**config.mk**
```make
export PLATFORM = sky130hd
export DESIGN_NAME = arsq_top
export DESIGN_NICKNAME = d
export VERILOG_FILES = /design/src/arsq_pkg.sv /design/src/arsq_rec_mem.sv /design/src/arsq_clamp.sv /design/src/arsq_top.sv
export SDC_FILE = /design/constraint.sdc
export NUM_CORES = 1
export LEC_CHECK = 0
export BUFFER_PORTS_ARGS = -buffer_cell sky130_fd_sc_hd__buf_2
export CAP_MARGIN = 30
export CORE_MARGIN = 2
export CORE_UTILIZATION = 40
export DETAILED_ROUTE_END_ITERATION = 12
export GPL_TIMING_DRIVEN = 0
export PLACE_DENSITY = 0.56
export SLEW_MARGIN = 25
export SYNTH_ARGS = -nofsm -noshare
export SYNTH_HDL_FRONTEND = slang
export SYNTH_HIERARCHICAL = 1
export SYNTH_SLANG_ARGS = --single-unit
export TNS_END_PERCENT = 20
```
**constraint.sdc**
```tcl
create_clock -name aclk -period 3.2 [get_ports aclk]
set_input_delay 0.64 -clock aclk [delete_from_list [all_inputs] [get_ports aclk]]
set_output_delay 0.64 -clock aclk [all_outputs]
set_load 0.02 [all_outputs]
```
**src/arsq_pkg.sv**
```systemverilog
// package: register map, field layout, reset values and timing for the record sequencer
package arsq_pkg;
  // register byte offsets
  localparam logic [7:0] ARSQ_CTRL_OFF = 8'h00;
  localparam logic [7:0] ARSQ_SETUP_OFF = 8'h04;
  localparam logic [7:0] ARSQ_AVG_OFF = 8'h08;
  localparam logic [7:0] ARSQ_CURS_OFF = 8'h0C;
  localparam logic [7:0] ARSQ_EXP_OFF = 8'h10;
  localparam logic [7:0] ARSQ_STAT_OFF = 8'h14;
  localparam logic [7:0] ARSQ_POS_OFF = 8'h18;
  localparam logic [7:0] ARSQ_VIS_OFF = 8'h1C;
  // ctrl register bits (run, stop and geometry run pulse on a one; geometry enable and expansion are stored)
  localparam int ARSQ_CTRL_RUN = 0;
  localparam int ARSQ_CTRL_STOP = 1;
  localparam int ARSQ_CTRL_GEOM_RUN = 2;
  localparam int ARSQ_CTRL_GEOM_EN = 3;
  localparam int ARSQ_CTRL_XPAND = 4;
  // setup register fields
  localparam int ARSQ_MODE_LSB = 0;
  localparam int ARSQ_HOLD_BIT = 2;
  localparam int ARSQ_LEN_LSB = 4;
  localparam int ARSQ_TW_LSB = 8;
  localparam int ARSQ_START_LSB = 12;
  localparam int ARSQ_NREC_LSB = 16;
  // modes
  typedef enum logic [1:0] {
    ARSQ_MODE_SINGLE = 2'b00,
    ARSQ_MODE_ADVANCE = 2'b01,
    ARSQ_MODE_AVERAGE = 2'b10
  } arsq_mode_t;
  // record length codes
  localparam logic [1:0] ARSQ_LEN_256 = 2'h0;
  localparam logic [1:0] ARSQ_LEN_512 = 2'h1;
  localparam logic [1:0] ARSQ_LEN_1024 = 2'h2;
  // capture duration codes 0..13 = 5 ns .. 100 us in 1-2-5 steps
  localparam logic [3:0] ARSQ_TW_MAX = 4'hD;
  localparam logic [3:0] ARSQ_TW_RESET = 4'h7;
  localparam logic [3:0] ARSQ_REC_MAX = 4'hF;
  localparam logic [3:0] ARSQ_NVOL_LAST = 4'h3;
  localparam logic [10:0] ARSQ_AVG_MIN = 11'h001;
  localparam logic [10:0] ARSQ_AVG_MAX = 11'h400;
  localparam logic [10:0] ARSQ_AVG_RESET = 11'h010;
  localparam logic [10:0] ARSQ_POS_RESET = 11'h001;
  localparam logic [3:0] ARSQ_GEOM_PASSES = 4'h8;
  // display refresh period while averaging
  localparam longint ARSQ_CLK_HZ = 50000000;
  localparam longint ARSQ_REFRESH_S = 5;
  localparam int ARSQ_REFRESH_CYC = int'(ARSQ_CLK_HZ * ARSQ_REFRESH_S);
  localparam logic [1:0] ARSQ_RESP_OK = 2'b00;
  localparam logic [1:0] ARSQ_RESP_SLVERR = 2'b10;
endpackage : arsq_pkg

```
**src/arsq_rec_mem.sv**
```systemverilog
`timescale 1ns/1ps
// record status memory: one word per record, registered read port
module arsq_rec_mem
  import arsq_pkg::*;
(
  input wire logic aclk,
  input wire logic we,
  input wire logic [3:0] waddr,
  input wire logic [15:0] wdata,
  input wire logic [3:0] raddr,
  output logic [15:0] rdata
);
  logic [15:0] mem [0:15];

  // no reset: content models record storage that outlives the sequencer
  always_ff @(posedge aclk) begin
    if (we) begin
      mem[waddr] <= wdata;
    end
    rdata <= mem[raddr];
  end
endmodule : arsq_rec_mem

```
**src/arsq_clamp.sv**
```systemverilog
`timescale 1ns/1ps
// position clamp: keeps a cursor or expansion point within 1..record length
module arsq_clamp
  import arsq_pkg::*;
(
  input wire logic [10:0] pos_in,
  input wire logic [1:0] len_code,
  output logic [10:0] pos_out
);
  logic [10:0] lim;

  always_comb begin
    case (len_code)
      ARSQ_LEN_256: lim = 11'h100;
      ARSQ_LEN_1024: lim = 11'h400;
      default: lim = 11'h200;
    endcase
    if (pos_in < ARSQ_POS_RESET) begin
      pos_out = ARSQ_POS_RESET;
    end else if (pos_in > lim) begin
      pos_out = lim;
    end else begin
      pos_out = pos_in;
    end
  end
endmodule : arsq_clamp

```
**src/arsq_top.sv**
```systemverilog
// Design decisions made here: register access over AXI4-Lite and the register addresses.
`timescale 1ns/1ps
// acquisition record sequencer with AXI4-Lite register access
// Behaviour
// - three modes, single-record after reset
// - single, no hold: refill start record repeatedly
// - single with hold: fill once, halt
// - advance fills successive records from start
// - index past sixteen wraps to one
// - advance without hold cycles until stopped
// - advance with hold fills each once, halts
// - average count 1..1024, default 16
// - refresh display every five seconds averaging
// - curve query held until average completes
// - setting change restarts running average
// - duration 5 ns..100 us, default 1 us
// - length 256/512/1024, default 512
// - display mapping chosen by record length
// - twofold expansion only with 1024 samples
// - clamp cursor and expansion after length change
// - start record 1..16, default 1
// - records one to four are non-volatile
// - record count/average count visible per mode
// - geometry map run; correction when enabled
// - record count 1..16, default 1
// - hold done ignores triggers until restart
module arsq_top
  import arsq_pkg::*;
(
  input wire logic aclk,
  input wire logic aresetn,
  input wire logic [7:0] s_axi_awaddr,
  input wire logic s_axi_awvalid,
  output logic s_axi_awready,
  input wire logic [31:0] s_axi_wdata,
  input wire logic [3:0] s_axi_wstrb,
  input wire logic s_axi_wvalid,
  output logic s_axi_wready,
  output logic [1:0] s_axi_bresp,
  output logic s_axi_bvalid,
  input wire logic s_axi_bready,
  input wire logic [7:0] s_axi_araddr,
  input wire logic s_axi_arvalid,
  output logic s_axi_arready,
  output logic [31:0] s_axi_rdata,
  output logic [1:0] s_axi_rresp,
  output logic s_axi_rvalid,
  input wire logic s_axi_rready,
  input wire logic trig_in,
  input wire logic acq_done_in,
  input wire logic curve_query,
  output logic curve_grant,
  output logic arm_out,
  output logic [3:0] rec_index,
  output logic rec_nonvolatile,
  output logic [3:0] capture_duration,
  output logic [1:0] pix_map,
  output logic display_refresh,
  output logic geom_acq,
  output logic geom_correct
);
  typedef enum logic [1:0] {
    ARSQ_ST_IDLE = 2'b00,
    ARSQ_ST_ARMED = 2'b01,
    ARSQ_ST_FILL = 2'b10,
    ARSQ_ST_GEOM = 2'b11
  } arsq_state_t;

  arsq_state_t state_reg;
  logic [1:0] mode_reg;
  logic stop_after_fill;
  logic [1:0] len_reg;
  logic [3:0] tw_reg;
  logic [3:0] start_reg;
  logic [3:0] nrec_reg;
  logic [10:0] navg_reg;
  logic [10:0] curs_reg;
  logic [10:0] exp_reg;
  logic xpand_reg;
  logic geom_en_reg;
  logic [3:0] idx_reg;
  logic [4:0] filled_reg;
  logic [10:0] avg_done_reg;
  logic [3:0] geom_cnt_reg;
  logic [31:0] refresh_cnt_reg;
  logic trig_s1, trig_s2, trig_s3, trig_prev;
  logic done_s1, done_s2, done_s3, done_prev;
  logic trig_ev, done_ev;
  logic aw_held, w_held;
  logic [7:0] awaddr_reg;
  logic [31:0] wdata_reg;
  logic [3:0] wstrb_reg;
  logic wr_go, setup_wr, ctrl_wr;
  logic run_pulse, stop_pulse, geom_pulse;
  logic len_change;
  logic [10:0] curs_clamped, exp_clamped;
  logic [15:0] mem_rdata;
  logic [31:0] rd_word;

  // decoding shared by the write response and the read response
  function automatic logic addr_mapped(input logic [7:0] a);
    addr_mapped = (a[1:0] == 2'b00) && (a <= ARSQ_VIS_OFF);
  endfunction : addr_mapped

  // pins are asynchronous: three stages, edge counted when stage 2 and 3 agree
  always_ff @(posedge aclk) begin
    if (!aresetn) begin
      {trig_s1, trig_s2, trig_s3, trig_prev} <= 4'h0;
      {done_s1, done_s2, done_s3, done_prev} <= 4'h0;
    end else begin
      trig_s1 <= trig_in;
      trig_s2 <= trig_s1;
      trig_s3 <= trig_s2;
      if (trig_s2 == trig_s3) begin
        trig_prev <= trig_s3;
      end
      done_s1 <= acq_done_in;
      done_s2 <= done_s1;
      done_s3 <= done_s2;
      if (done_s2 == done_s3) begin
        done_prev <= done_s3;
      end
    end
  end
  assign trig_ev = (trig_s2 == trig_s3) && trig_s3 && !trig_prev;
  assign done_ev = (done_s2 == done_s3) && done_s3 && !done_prev;

  // write channels may arrive in either order; hold each until both are in
  always_ff @(posedge aclk) begin
    if (!aresetn) begin
      aw_held <= 1'b0;
      w_held <= 1'b0;
      awaddr_reg <= 8'h00;
      wdata_reg <= 32'h0000_0000;
      wstrb_reg <= 4'h0;
      s_axi_bvalid <= 1'b0;
      s_axi_bresp <= ARSQ_RESP_OK;
    end else begin
      if (s_axi_awvalid && s_axi_awready) begin
        aw_held <= 1'b1;
        awaddr_reg <= s_axi_awaddr;
      end
      if (s_axi_wvalid && s_axi_wready) begin
        w_held <= 1'b1;
        wdata_reg <= s_axi_wdata;
        wstrb_reg <= s_axi_wstrb;
      end
      if (wr_go) begin
        aw_held <= 1'b0;
        w_held <= 1'b0;
        s_axi_bvalid <= 1'b1;
        s_axi_bresp <= addr_mapped(awaddr_reg) ? ARSQ_RESP_OK : ARSQ_RESP_SLVERR;
      end else if (s_axi_bready) begin
        s_axi_bvalid <= 1'b0;
      end
    end
  end
  assign s_axi_awready = !aw_held && !s_axi_bvalid;
  assign s_axi_wready = !w_held && !s_axi_bvalid;
  assign wr_go = aw_held && w_held && !s_axi_bvalid;
  assign setup_wr = wr_go && (awaddr_reg == ARSQ_SETUP_OFF);
  assign ctrl_wr = wr_go && (awaddr_reg == ARSQ_CTRL_OFF) && wstrb_reg[0];
  assign run_pulse = ctrl_wr && wdata_reg[ARSQ_CTRL_RUN];
  assign stop_pulse = ctrl_wr && wdata_reg[ARSQ_CTRL_STOP];
  assign geom_pulse = ctrl_wr && wdata_reg[ARSQ_CTRL_GEOM_RUN];

  // setup fields; out-of-range values are refused and the old value kept
  always_ff @(posedge aclk) begin
    if (!aresetn) begin
      mode_reg <= ARSQ_MODE_SINGLE;
      stop_after_fill <= 1'b0;
      len_reg <= ARSQ_LEN_512;
      tw_reg <= ARSQ_TW_RESET;
      start_reg <= 4'h0;
      nrec_reg <= 4'h0;
    end else if (setup_wr) begin
      if (wstrb_reg[0]) begin
        if (wdata_reg[ARSQ_MODE_LSB +: 2] != 2'b11) begin
          mode_reg <= wdata_reg[ARSQ_MODE_LSB +: 2];
        end
        stop_after_fill <= wdata_reg[ARSQ_HOLD_BIT];
        if (wdata_reg[ARSQ_LEN_LSB +: 2] != 2'b11) begin
          len_reg <= wdata_reg[ARSQ_LEN_LSB +: 2];
        end
      end
      if (wstrb_reg[1]) begin
        if (wdata_reg[ARSQ_TW_LSB +: 4] <= ARSQ_TW_MAX) begin
          tw_reg <= wdata_reg[ARSQ_TW_LSB +: 4];
        end
        start_reg <= wdata_reg[ARSQ_START_LSB +: 4]; // stored as record minus one
      end
      if (wstrb_reg[2]) begin
        nrec_reg <= wdata_reg[ARSQ_NREC_LSB +: 4]; // stored as count minus one
      end
    end
  end

  // average count, cursor and expansion point; length change clamps positions
  assign len_change = setup_wr && wstrb_reg[0] && (wdata_reg[ARSQ_LEN_LSB +: 2] != 2'b11)
                      && (wdata_reg[ARSQ_LEN_LSB +: 2] != len_reg);
  arsq_clamp u_curs_clamp (
    .pos_in(curs_reg),
    .len_code(wdata_reg[ARSQ_LEN_LSB +: 2]),
    .pos_out(curs_clamped)
  );
  arsq_clamp u_exp_clamp (
    .pos_in(exp_reg),
    .len_code(wdata_reg[ARSQ_LEN_LSB +: 2]),
    .pos_out(exp_clamped)
  );
  always_ff @(posedge aclk) begin
    if (!aresetn) begin
      navg_reg <= ARSQ_AVG_RESET;
      curs_reg <= ARSQ_POS_RESET;
      exp_reg <= ARSQ_POS_RESET;
      xpand_reg <= 1'b0;
      geom_en_reg <= 1'b0;
    end else begin
      if (wr_go && awaddr_reg == ARSQ_AVG_OFF && wstrb_reg[0]
          && wdata_reg[10:0] >= ARSQ_AVG_MIN && wdata_reg[10:0] <= ARSQ_AVG_MAX) begin
        navg_reg <= wdata_reg[10:0];
      end
      if (len_change) begin
        curs_reg <= curs_clamped;
        exp_reg <= exp_clamped;
      end else begin
        if (wr_go && awaddr_reg == ARSQ_CURS_OFF) begin
          curs_reg <= wdata_reg[10:0];
        end
        if (wr_go && awaddr_reg == ARSQ_EXP_OFF) begin
          exp_reg <= wdata_reg[10:0];
        end
      end
      if (ctrl_wr) begin
        xpand_reg <= wdata_reg[ARSQ_CTRL_XPAND];
        geom_en_reg <= wdata_reg[ARSQ_CTRL_GEOM_EN];
      end
    end
  end

  // acquisition sequencer
  always_ff @(posedge aclk) begin
    if (!aresetn) begin
      state_reg <= ARSQ_ST_IDLE;
      idx_reg <= 4'h0;
      filled_reg <= 5'h00;
      avg_done_reg <= 11'h000;
      geom_cnt_reg <= 4'h0;
    end else begin
      case (state_reg)
        ARSQ_ST_IDLE: begin
          if (geom_pulse) begin
            state_reg <= ARSQ_ST_GEOM;
            geom_cnt_reg <= 4'h0;
          end else if (run_pulse) begin
            state_reg <= ARSQ_ST_ARMED;
            idx_reg <= start_reg;
            filled_reg <= 5'h00;
            avg_done_reg <= 11'h000;
          end
        end
        ARSQ_ST_ARMED: begin
          if (stop_pulse) begin
            state_reg <= ARSQ_ST_IDLE;
          end else if (setup_wr && mode_reg == ARSQ_MODE_AVERAGE) begin
            avg_done_reg <= 11'h000;
          end else if (trig_ev) begin
            state_reg <= ARSQ_ST_FILL;
          end
        end
        ARSQ_ST_FILL: begin
          if (stop_pulse) begin
            state_reg <= ARSQ_ST_IDLE;
          end else if (setup_wr && mode_reg == ARSQ_MODE_AVERAGE) begin
            avg_done_reg <= 11'h000;
            state_reg <= ARSQ_ST_ARMED;
          end else if (done_ev) begin
            state_reg <= ARSQ_ST_ARMED;
            case (mode_reg)
              ARSQ_MODE_ADVANCE: begin
                idx_reg <= idx_reg + 4'h1; // 4-bit wrap sends 16 to 1
                if (filled_reg[3:0] == nrec_reg) begin
                  filled_reg <= 5'h00;
                  idx_reg <= start_reg;
                  if (stop_after_fill) begin
                    state_reg <= ARSQ_ST_IDLE;
                  end
                end else begin
                  filled_reg <= filled_reg + 5'h01;
                end
              end
              ARSQ_MODE_AVERAGE: begin
                if (avg_done_reg + 11'h001 >= navg_reg) begin
                  avg_done_reg <= navg_reg;
                  state_reg <= ARSQ_ST_IDLE;
                end else begin
                  avg_done_reg <= avg_done_reg + 11'h001;
                end
              end
              default: begin
                if (stop_after_fill) begin
                  state_reg <= ARSQ_ST_IDLE;
                end // else refill same record
              end
            endcase
          end
        end
        ARSQ_ST_GEOM: begin
          if (stop_pulse || geom_cnt_reg == ARSQ_GEOM_PASSES) begin
            state_reg <= ARSQ_ST_IDLE;
          end else if (done_ev) begin
            geom_cnt_reg <= geom_cnt_reg + 4'h1;
          end
        end
        default: state_reg <= ARSQ_ST_IDLE;
      endcase
    end
  end

  // five second refresh strobe while averaging
  always_ff @(posedge aclk) begin
    if (!aresetn) begin
      refresh_cnt_reg <= 32'h0000_0000;
      display_refresh <= 1'b0;
    end else if (state_reg != ARSQ_ST_IDLE && mode_reg == ARSQ_MODE_AVERAGE) begin
      display_refresh <= (refresh_cnt_reg == 32'(ARSQ_REFRESH_CYC - 1));
      if (refresh_cnt_reg == 32'(ARSQ_REFRESH_CYC - 1)) begin
        refresh_cnt_reg <= 32'h0000_0000;
      end else begin
        refresh_cnt_reg <= refresh_cnt_reg + 32'h0000_0001;
      end
    end else begin
      refresh_cnt_reg <= 32'h0000_0000;
      display_refresh <= 1'b0;
    end
  end

  // record memory logs the capture duration code of each filled record
  arsq_rec_mem u_mem (
    .aclk(aclk),
    .we(done_ev && state_reg == ARSQ_ST_FILL),
    .waddr(idx_reg),
    .wdata({12'h000, tw_reg}),
    .raddr(s_axi_araddr[5:2]),
    .rdata(mem_rdata)
  );

  // outputs to the acquisition front end
  always_ff @(posedge aclk) begin
    if (!aresetn) begin
      arm_out <= 1'b0;
      rec_index <= 4'h0;
      rec_nonvolatile <= 1'b0;
      capture_duration <= ARSQ_TW_RESET;
      pix_map <= ARSQ_LEN_512;
      geom_acq <= 1'b0;
      geom_correct <= 1'b0;
      curve_grant <= 1'b0;
    end else begin
      arm_out <= (state_reg == ARSQ_ST_ARMED); // no arm once halted
      rec_index <= idx_reg;
      rec_nonvolatile <= (idx_reg <= ARSQ_NVOL_LAST);
      capture_duration <= tw_reg;
      pix_map <= len_reg; // 0 every other pixel, 1 one-to-one, 2 min-max pair
      geom_acq <= (state_reg == ARSQ_ST_GEOM);
      geom_correct <= geom_en_reg;
      curve_grant <= curve_query && !(mode_reg == ARSQ_MODE_AVERAGE
                     && state_reg != ARSQ_ST_IDLE);
    end
  end

  // read mux
  always_comb begin
    rd_word = 32'h0000_0000;
    case (s_axi_araddr)
      ARSQ_SETUP_OFF: rd_word = {12'h000, nrec_reg, start_reg, tw_reg, 2'b00, len_reg,
                                 1'b0, stop_after_fill, mode_reg};
      ARSQ_AVG_OFF: rd_word = {21'h000000, navg_reg};
      ARSQ_CURS_OFF: rd_word = {21'h000000, curs_reg};
      ARSQ_EXP_OFF: rd_word = {21'h000000, exp_reg};
      ARSQ_STAT_OFF: rd_word = {10'h000, avg_done_reg, filled_reg, geom_cnt_reg, state_reg};
      ARSQ_POS_OFF: rd_word = {23'h000000, xpand_reg && (len_reg == ARSQ_LEN_1024),
                               idx_reg, 3'h0, geom_en_reg};
      ARSQ_VIS_OFF: rd_word = {30'h00000000, mode_reg == ARSQ_MODE_AVERAGE,
                               mode_reg == ARSQ_MODE_ADVANCE};
      default: rd_word = 32'h0000_0000;
    endcase
  end

  // read channel: data one cycle after address, held until taken
  always_ff @(posedge aclk) begin
    if (!aresetn) begin
      s_axi_rvalid <= 1'b0;
      s_axi_rdata <= 32'h0000_0000;
      s_axi_rresp <= ARSQ_RESP_OK;
    end else if (s_axi_arvalid && s_axi_arready) begin
      s_axi_rvalid <= 1'b1;
      s_axi_rdata <= rd_word;
      s_axi_rresp <= addr_mapped(s_axi_araddr) ? ARSQ_RESP_OK : ARSQ_RESP_SLVERR;
    end else if (s_axi_rready) begin
      s_axi_rvalid <= 1'b0;
    end
  end
  assign s_axi_arready = !s_axi_rvalid;

  hold_halt_a: assert property (@(posedge aclk) disable iff (!aresetn)
    (state_reg == ARSQ_ST_FILL && done_ev && stop_after_fill && mode_reg == ARSQ_MODE_SINGLE
     && !stop_pulse) |=> state_reg == ARSQ_ST_IDLE)
    else $error("single hold did not halt");
  wrap_one_a: assert property (@(posedge aclk) disable iff (!aresetn)
    (state_reg == ARSQ_ST_FILL && done_ev && mode_reg == ARSQ_MODE_ADVANCE && !stop_pulse
     && !setup_wr && idx_reg == 4'hF && filled_reg[3:0] != nrec_reg) |=> idx_reg == 4'h0)
    else $error("record index did not wrap");
  avg_range_a: assert property (@(posedge aclk) disable iff (!aresetn)
    navg_reg >= ARSQ_AVG_MIN && navg_reg <= ARSQ_AVG_MAX)
    else $error("average count out of range");
  curve_hold_a: assert property (@(posedge aclk) disable iff (!aresetn)
    (mode_reg == ARSQ_MODE_AVERAGE && state_reg == ARSQ_ST_FILL) |=> !curve_grant)
    else $error("curve answered mid average");
  clamp_len_a: assert property (@(posedge aclk) disable iff (!aresetn)
    len_change |=> curs_reg >= ARSQ_POS_RESET && exp_reg >= ARSQ_POS_RESET)
    else $error("position not clamped");
  // skip the edge after reset release: the flag still holds its reset value there
  nvol_flag_a: assert property (@(posedge aclk) disable iff (!aresetn)
    $past(aresetn) |-> rec_nonvolatile == ($past(idx_reg) <= ARSQ_NVOL_LAST))
    else $error("non-volatile flag wrong");
  halt_ignore_a: assert property (@(posedge aclk) disable iff (!aresetn)
    (state_reg == ARSQ_ST_IDLE && !run_pulse && !geom_pulse) |=> state_reg == ARSQ_ST_IDLE)
    else $error("trigger accepted while halted");
  tw_range_a: assert property (@(posedge aclk) disable iff (!aresetn)
    tw_reg <= ARSQ_TW_MAX)
    else $error("duration code out of range");
  refresh_avg_a: assert property (@(posedge aclk) disable iff (!aresetn)
    display_refresh |-> $past(mode_reg) == ARSQ_MODE_AVERAGE && $past(state_reg) != ARSQ_ST_IDLE)
    else $error("refresh outside averaging");
endmodule : arsq_top

```
==> results.md, run 1 <==
* Pins Over Slew Limit at 0
* Initial Util at 40.5%
* Main combinational cell family by area after synthesis: simple AND/OR/NAND/NOR gates
* Most common flop cell mapped by yosys: dfxtp_1
* Cell Int Power at 3.85 mW
* CP max FO at 8
* Synth async-reset ratio at 0%
* Final hold slack at 0.365 ns
* Status: completed
* Post-synthesis cell area at approximately 9400 sq um
* Worst R2R Setup Slack at 0.13 ns
* Layout area overhead at 16.3%
* Wire per inst at 17.8 microns
* Die area at 24900 sq um
* Arr. time, crit path at approximately 3.4 ns
* IO Pins at ~120
* Worst hold path type: input port to flop
* Crit. End Element: flop
* Sw frac at a little under 30%
* Most common cell after layout, fill and taps aside: dfxtp_1
* Finish-stage setup viols at 0
* Share of power burned in registers at 46.3%
* Psw at 1.60 mW
* EDFF count, synth at 0
* CP max-delay cell: or4b_4
* Rows at 56
* First-pass GRT wire length at about 44000 microns
* Req. time, crit path at 3.56 ns
* Synth top area share at 40.9%
* Synth area leaders: dfxtp_1, mux2i_1, nand2_1, nor2_1, a21oi_1
* RD Place Congestion at 0.930
* Pwr/cell area at 496 nW/um^2
* Clock-pin slew on the worst setup and hold paths at 0.08 ns
* Fin Clk Skew at 0.0139 ns
* Number of fill cells at between 2000 and 2500
* H-tree levels at 4
* Startpoint Class: flop
* Critical path's largest stage delay at ~0.60 ns
* IO Port Bufs at 90
* Root buf cell: clkbuf_16
* RSZ-0062 raised after global routing: false
* Post-synthesis simple-gate area fraction at approximately a quarter
* GRT overflow at 0
* Synth area leader: dfxtp_1
* Dpl cells at 1544
* Combinational group share of total power at between 10% and 20%
* Setup Crit Path Kind: flop to flop
* Post CTS Setup Buffer Count at 0
* Clk Latency, worst-skew pair at 0.44 ns
* Multi-input logic area at 5140 sq um
* Post-synthesis mux area share at a little over 8%
* ANT nets after route at 0
* Xor-xnor portion of the synthesized cell area at 4.08%
* Sequential fraction of the synthesis area at 40.9%
* Min Tclk post-route at about 3 ns
* Detailed Routing Iterations Pass 1 at 5
* Fin area at between 10000 and 15000 sq um
* Drt drc at 0
* Final period util at 95.9%
* Vias per cell at between 5 and 6
* #FFs+latches synth at 193
* Vias in the first global route at between 7000 and 8000
* CTS Sinks at 193
* Largest net degree at the start of global routing at 20
* Register Area at roughly 3900 sq um
* First DRT Iteration DRCs at 660
* GR Util met1 at roughly 33%
* Via count at approximately 8400
* GRT Total Usage at between 20 and 25%
* Least-Margin Pin Slew at 0.906 ns
* Fin nets at 1332
* GR Layer Usage met3 at 3.72%
* Die Width at 158 microns
* M2 GR Usage at 35.5%
* Commonest non-fill, non-tap cells in the layout: dfxtp_1, nand2_1, nor2_1, buf_2, mux2i_1
* Total CTS buffers at 17
* Ys Warns at 6
* Final hold viol count at 0
* Adder-cell share of the synthesized area at under 10%
* Max FFs per register at 32
* Slew headroom at 38.7%
* TNS Setup at 0 ns
* Initial antenna violation count at 0
* Total routed wirelength at 28000 microns
* Placed Area at 10300 sq um
* Post-synthesis cell type count at 64
* Max-Cap Viols at 0
* Worst VDD drop at between 0.3 and 0.4 mV
* Leakage at 4.32 nW
* Gr busiest metal: met2
* Cell mode on critical path: or4b_1
* Area of the core at approximately 23000 sq um
* Hpwl dp at 20800 microns
* Clock buffer depth at 2
* Mapped Cells at 1123
* Ant. Diodes at 0
* Die Ht at 158 microns
* Avg Cell Area, Syn at 8.41 sq um
* Clock power frac at 40.9%
* Worst path cell trace: or4b_1 > buf_2 > nor4_4 > a221oi_2 > or4b_4 > or4b_1 > o211ai_1
* Fmax at between 300 and 400 MHz
* Layout cells sized above 1 at a little over an eighth
* CTS tree: yes
* Compound-cell area share of the yosys netlist at 13.7%
* Fin cells at 1575
layer usage:
metal / share of wire (%) / routed length [microns]
met4: 2.0 / 559
met5: 0 / 0
met2: 44 / 12400
met1: 48 / 13300
met3: 6.3 / 1780
critical path, delay by kind of cell, from the launching register on:
| kind | cells | cell delay, ns |
|---|---|---|
| buf+inv | 1 | 0.19 |
| compound gates | 2 | 0.29 |
| simple gates | 4 | 2.13 |
| flops | 1 | 0.37 |
cell families after synthesis:
group	count (synthesis)
AOI/OAI and AO/OA	202
other	1
buffers and inverters	119
xor gates and xnor gates	44
and+or+nand+nor	460
DFF	193
adders and majority gates	27
muxes	77
final timing paths:
check                from               to  depth (start not counted)
max          s_axi_bvalid  avg_done_reg[2]                          7
min          s_axi_rready     s_axi_rvalid                          2
max reg2reg  s_axi_bvalid  avg_done_reg[2]                          7
min reg2reg       done_s1          done_s2                          1
cell type report:
class                           count  share of cell area [%]
Timing Repair Buffer               91                    4.14
Tap cell                          319                    3.63
Buffer                             76                    3.17
Clock buffer                       19                    4.03
Inverter                           42                    1.44
Multi-Input combinational cell    822                    46.9
Clock inverter                     13                    1.50
Sequential cell                   193                    35.2
synthesized netlist by cell type, types with 24 or more instances:
master / count
nand3_1: 36
and2_1: 26
dfxtp_1: 193
clkbuf_1: 58
a211oi_1: 24
ha_1: 27
mux2i_1: 77
a21oi_1: 68
o21ai_0: 48
inv_1: 42
nand2_1: 138
nor2_1: 131
timing repair:
action	4_1_cts	5_1_grt
hold buffers	0	0
hold endpoints to repair	0	0
gates resized for setup	2	15
endpoints found under the setup margin	11	37
pin swaps	0	1
stage by stage:
step	util, %	total power, mW	worst slack (ns)
after floorplan	-	3.03	0.285
after global placement	44.3	3.25	-0.357
after global routing	47.1	5.66	0.00413
after CTS	46.9	5.46	0.00534
after detailed placement	44.3	3.25	-0.335
final	47.1	5.45	0.131
power groups by stage:
stage	sequential, mW	clock (mW)	combinational (mW)
finish	2.52	2.23	0.702
global route	2.53	2.36	0.769
CTS	2.52	2.26	0.682
detailed placement	2.58	0	0.679
global placement	2.58	0	0.676
floorplan	2.56	0	0.470
Note: power is estimated with default switching activity, not from simulation.
==> run 2: changes to the inputs <==
==> constraint.sdc (replaced) <==
create_clock -name aclk -period 3 [get_ports aclk]
set_input_delay 0.6 -clock aclk [delete_from_list [all_inputs] [get_ports aclk]]
set_output_delay 0.6 -clock aclk [all_outputs]
set_load 0.02 [all_outputs]
==> results.md, run 2 (synthesized netlist as in run 1, its figures left out) <==
* Status: completed
* Uppermost layer routed: met4
* Clock buffer depth at 2
* RSZ-0062 raised after global routing: true
* DP Worst Slack at -0.535 ns
* Most common cell after layout, fill and taps aside: dfxtp_1
* Area of the core at 23300 sq um
* Min Tclk post-route at 2.99 ns
* Rows at 56
* FF-to-FF Start: awaddr_reg[1]
* Min setup slack post-route at 0.0132 ns
* Post CTS Setup Buffer Count at 0
* Pwr/cell area at 528 nW/um^2
* Via count at 8390
* CTS tree: yes
* Routed met3 length at 1490 microns
* Total CTS buffers at 17
* Hold path cells at 2
* R2r worst-path depth at 7
* DR WL met2 at 12500 microns
* Pins Over Slew Limit at 0
* Initial Util at 40.5%
* Final hold viol count at 0
* Number of fill cells at 2385
* Root buf cell: clkbuf_16
* Finish-stage setup viols at 0
* GRT Total Usage at a little under a quarter
* Fin nets at 1331
* Startpoint Class: flop
* IO Pins at 119
* Hpwl dp at 20800 microns
* Commonest non-fill, non-tap cells in the layout: dfxtp_1, nand2_1, nor2_1, buf_2, mux2i_1
* First-pass GRT wire length at between 40000 and 50000 microns
* CP max FO at 8
* Worst VDD drop at 0.349 mV
* H-tree levels at 4
* RD Place Congestion at 0.930
* Arr. time, crit path at between 3 and 4 ns
* Slew headroom at roughly 40%
* Total routed wirelength at 27800 microns
* Hold Path End: s_axi_rvalid
* Dpl cells at 1544
* Worst R2R Setup Slack at 0.01 ns
* Ant. Diodes at 0
* Least-Margin Pin Slew at between 0.8 and 0.9 ns
* Fmax at 335 MHz
* IO Port Bufs at 90
* # hold bufs at CTS at 0
* Drt drc at 0
* Layout cells sized above 1 at 14.3%
* Layout area overhead at 16.5%
* Wire per inst at about 18 microns
* GRT overflow at 0
* Leakage at 4.32 nW
* Req. time, crit path at 3.36 ns
* TNS Setup at 0 ns
* Final period util at approximately 100%
* Max FFs per register at 32
* ANT nets after route at 0
* Die area at 24900 sq um
* Initial antenna violation count at 0
* Fin cells at 1574
* First DRT Iteration DRCs at 639
* Clk Latency, worst-skew pair at 0.44 ns
* Final hold slack at 0.325 ns
* Die Ht at about 160 microns
* Crit. End Element: flop
* Clock-pin slew on the worst setup and hold paths at 0.09 ns
* Largest net degree at the start of global routing at 20
* Vias per cell at 5.33
* Fin Clk Skew at 0.0146 ns
* WL met1 at 13400 microns
* Hold Crit Start: s_axi_rready
* Max-Cap Viols at 0
* Worst hold path type: input port to flop
* Die Width at approximately 160 microns
* CTS Sinks at 193
* R2r endpoint: avg_done_reg[2]
* Detailed Routing Iterations Pass 1 at 5
* Vias in the first global route at roughly 7900
* Setup Crit Path Kind: flop to flop
* Final Core Density at 47.1%
run 2: cell count changes in the layout (fill, tap and decap cells not counted):
cell      change
clkbuf_2      +1
dfxtp_2       +3
clkbuf_1      -2
dfxtp_4       +1
dfxtp_1       -4
or3_4         +1
or3_1         -1
buf_6         +1
buf_1         -1
run 2: worst max path at each step:
stage	start	endpoint
2_1_floorplan	avg_done_reg[2]	avg_done_reg[0]
6_report	awaddr_reg[1]	avg_done_reg[2]
3_3_place_gp	avg_done_reg[2]	avg_done_reg[7]
5_1_grt	awaddr_reg[1]	avg_done_reg[2]
4_1_cts	awaddr_reg[1]	avg_done_reg[2]
3_5_place_dp	avg_done_reg[2]	avg_done_reg[7]
run 2: report_power, final:
part	internal (mW)	total, mW	switching, mW
clock	1.22	2.37	1.15
combinational	0.262	0.749	0.487
sequential	2.62	2.69	0.0652
total	4.11	5.81	1.70
run 2: final cells by class:
type                    instances  area [sq um]  area share (%)
multi-input cells             822          5150            46.8
clock buffers                  19           443            4.03
inverters                      42           158            1.43
repair buffers                 91           454            4.13
plain buffers                  75           353            3.21
clock inverters                13           165            1.50
well taps                     319           399            3.63
flip-flops and latches        193          3880            35.2
run 2: worst max-delay path, stage by stage, from the launching register on:
cell	delay, ns
dfxtp_1	0.33
or4b_1	0.53
buf_6	0.16
or4_4	0.54
nor4b_4	0.17
or4b_4	0.56
or4b_1	0.52
o211ai_1	0.10
run 2: repair_timing:
action | 4_1_cts | 5_1_grt
endpoints found under the setup margin | 23 | 28
resized for setup | 12 | 15
pin swaps | 3 | 1
run 2: per-layer routing:
metal / up-vias / global-route usage, %
met5: - / 0
met4: 0 / 6.23
met3: 33 / 3.56
met2: 263 / 35.8
met1: 3968 / 33.1
li1: 4126 / -
run 2: per-stage QoR:
stage / power, mW / instance area (sq um)
after detailed placement: 3.47 / 10300
after CTS: 5.84 / 11000
after global routing: 6.03 / 11000
after global placement: 3.47 / 10300
after floorplan: 3.23 / 9480
final: 5.81 / 11000
==> run 3: changes to the inputs <==
--- a/config.mk
+++ b/config.mk
@@ -8,10 +8,10 @@
 export BUFFER_PORTS_ARGS = -buffer_cell sky130_fd_sc_hd__buf_2
 export CAP_MARGIN = 30
 export CORE_MARGIN = 2
-export CORE_UTILIZATION = 40
+export CORE_UTILIZATION = 30
 export DETAILED_ROUTE_END_ITERATION = 12
 export GPL_TIMING_DRIVEN = 0
-export PLACE_DENSITY = 0.56
+export PLACE_DENSITY_LB_ADDON = 0.08
 export SLEW_MARGIN = 25
 export SYNTH_ARGS = -nofsm -noshare
 export SYNTH_HDL_FRONTEND = slang
==> results.md, run 3 (synthesized netlist as in run 1, its figures left out) <==
* R2r worst-path depth at 7
* CP max-delay cell: or4b_4
* Ant. Diodes at 0
* Initial Util at 30.6%
* GRT overflow at 0
* Fin Clk Skew at between 0.01 and 0.015 ns
* Commonest non-fill, non-tap cells in the layout: dfxtp_1, nand2_1, nor2_1, buf_2, mux2i_1
* GRT Total Usage at roughly a fifth
* R2r endpoint: avg_done_reg[2]
* Via count at 8216
* CTS Sinks at 193
* Tot Pwr at 5.96 mW
* Clk Latency, worst-skew pair at between 0.4 and 0.5 ns
* RD Place Congestion at 0.821
* Cell mode on critical path: or4b_4
* ANT nets after route at 0
* Total routed wirelength at around 31000 microns
* Total CTS buffers at 17
* DP Worst Slack at -0.662 ns
* H-tree levels at 4
* Finish-stage setup viols at 0
* Clock-pin slew on the worst setup and hold paths at around 0.080 ns
* Largest net degree at the start of global routing at 17
* Most common cell after layout, fill and taps aside: dfxtp_1
* Wire per inst at around 19 microns
* Min setup slack post-route at 0.0676 ns
* Hpwl dp at approximately 23000 microns
* Least-Margin Pin Slew at 0.906 ns
* First-pass GRT wire length at 47700 microns
* Die Ht at between 150 and 200 microns
* Leakage at 4.36 nW
* Fmax at around 340 MHz
* Status: completed
* Critical path's largest stage delay at 0.56 ns
* Pwr/cell area at 531 nW/um^2
* Die Width at roughly 180 microns
* Arr. time, crit path at 3.30 ns
* CTS tree: yes
* CP max FO at 8
* TNS Setup at 0 ns
* IO Port Bufs at 90
* Setup Crit Path Kind: flop to flop
* Startpoint Class: flop
* Final hold viol count at 0
* Die area at 32900 sq um
* Layout cells sized above 1 at 15.1%
* Final Core Density at 36.4%
* Root buf cell: clkbuf_16
* Crit. End Element: flop
* Worst VDD drop at 0.376 mV
* Hold path cells at 2
* RSZ-0062 raised after global routing: true
* Clock buffer depth at 2
* Crit path from: awaddr_reg[0]
* Max FFs per register at 32
* Vias in the first global route at 8078
* Initial antenna violation count at 0
* Worst hold path type: input port to flop
* Setup crit end: avg_done_reg[2]
* Vias per cell at 4.96
* Pins Over Slew Limit at 0
* Final period util at 97.7%
* Drt drc at 0
* Min Tclk post-route at 2.93 ns
* Layout area overhead at 18.7%
* Max-Cap Viols at 0
* Slew headroom at 38.9%
* FF-to-FF Start: awaddr_reg[0]
* Rows at 64
* IO Pins at 119
* Number of fill cells at 3300
* Req. time, crit path at 3.37 ns
* Area of the core at 30800 sq um
* Worst R2R Setup Slack at 0.07 ns
* First DRT Iteration DRCs at 537
* Fin nets at approximately 1300
* Detailed Routing Iterations Pass 1 at 5
* Worst path cell trace: or4b_4 > buf_6 > or4_4 > nor4b_4 > or4b_4 > or4b_1 > o211ai_1
-- run 3: changes by cell type in the layout (fill, tap and decap cells not counted), sizes merged --
cell / delta
inv: -6
bufinv: +3
clkinv: -2
clkinvlp: +4
buf: +3
clkbuf: +3
-- run 3: area by class of cell --
| class | instances | area, sq um | share of cell area (%) |
|---|---|---|---|
| clock inverters | 12 | 181 | 1.62 |
| repair buffers | 96 | 493 | 4.40 |
| inverters | 42 | 158 | 1.41 |
| clock buffers | 20 | 437 | 3.90 |
| multi-input cells | 822 | 5200 | 46.4 |
| well taps | 396 | 495 | 4.42 |
| flip-flops and latches | 193 | 3880 | 34.6 |
| plain buffers | 75 | 367 | 3.27 |
-- run 3: where the power goes --
group | switching, mW | internal (mW)
registers | 0.0691 | 2.62
logic | 0.514 | 0.277
clock network | 1.07 | 1.40
total | 1.65 | 4.30
-- run 3: what timing repair did --
action | in CTS | in global routing
cloned | 0 | 0
pin swaps | 3 | 5
endpoints found under the setup margin | 45 | 29
hold buffers | 0 | 0
resized for setup | 17 | 20
buffers inserted | 0 | 5
-- run 3: through the flow --
step	cells	hold slack [ns]	area, sq um
after detailed placement	1621	0.419	10400
final	1656	0.338	11200
after CTS	1651	0.317	11100
after global placement	1620	0.414	10400
after global routing	1656	0.339	11200
after floorplan	1134	0.412	9480
-- run 3: worst min-delay path by stage --
stage / slack (ns) / end / from
6_report: 0.34 / s_axi_rvalid / s_axi_rready
3_5_place_dp: 0.42 / done_s2 / done_s1
5_1_grt: 0.34 / done_s1 / acq_done_in
4_1_cts: 0.32 / s_axi_rvalid / s_axi_rready
3_3_place_gp: 0.41 / trig_s2 / trig_s1
2_1_floorplan: 0.41 / done_s2 / done_s1
-- run 3: metal layers --
| metal | share of wire (%) | up-vias | global-route usage [%] | wire (microns) |
|---|---|---|---|---|
| met3 | 4.0 | 26 | 3.31 | 1230 |
| met4 | 2.0 | 0 | 6.41 | 632 |
| met2 | 45 | 181 | 29.9 | 13800 |
| li1 | - | 4118 | - | - |
| met5 | 0 | - | 0 | 0 |
| met1 | 49 | 3891 | 26.5 | 15200 |
-- run 3: critical path: cells and delay by family (launching register included) --
| kind | cells | cell delay (ns) |
|---|---|---|
| simple gates | 5 | 2.30 |
| flops | 1 | 0.31 |
| buf+inv | 1 | 0.15 |
| compound gates | 1 | 0.09 |
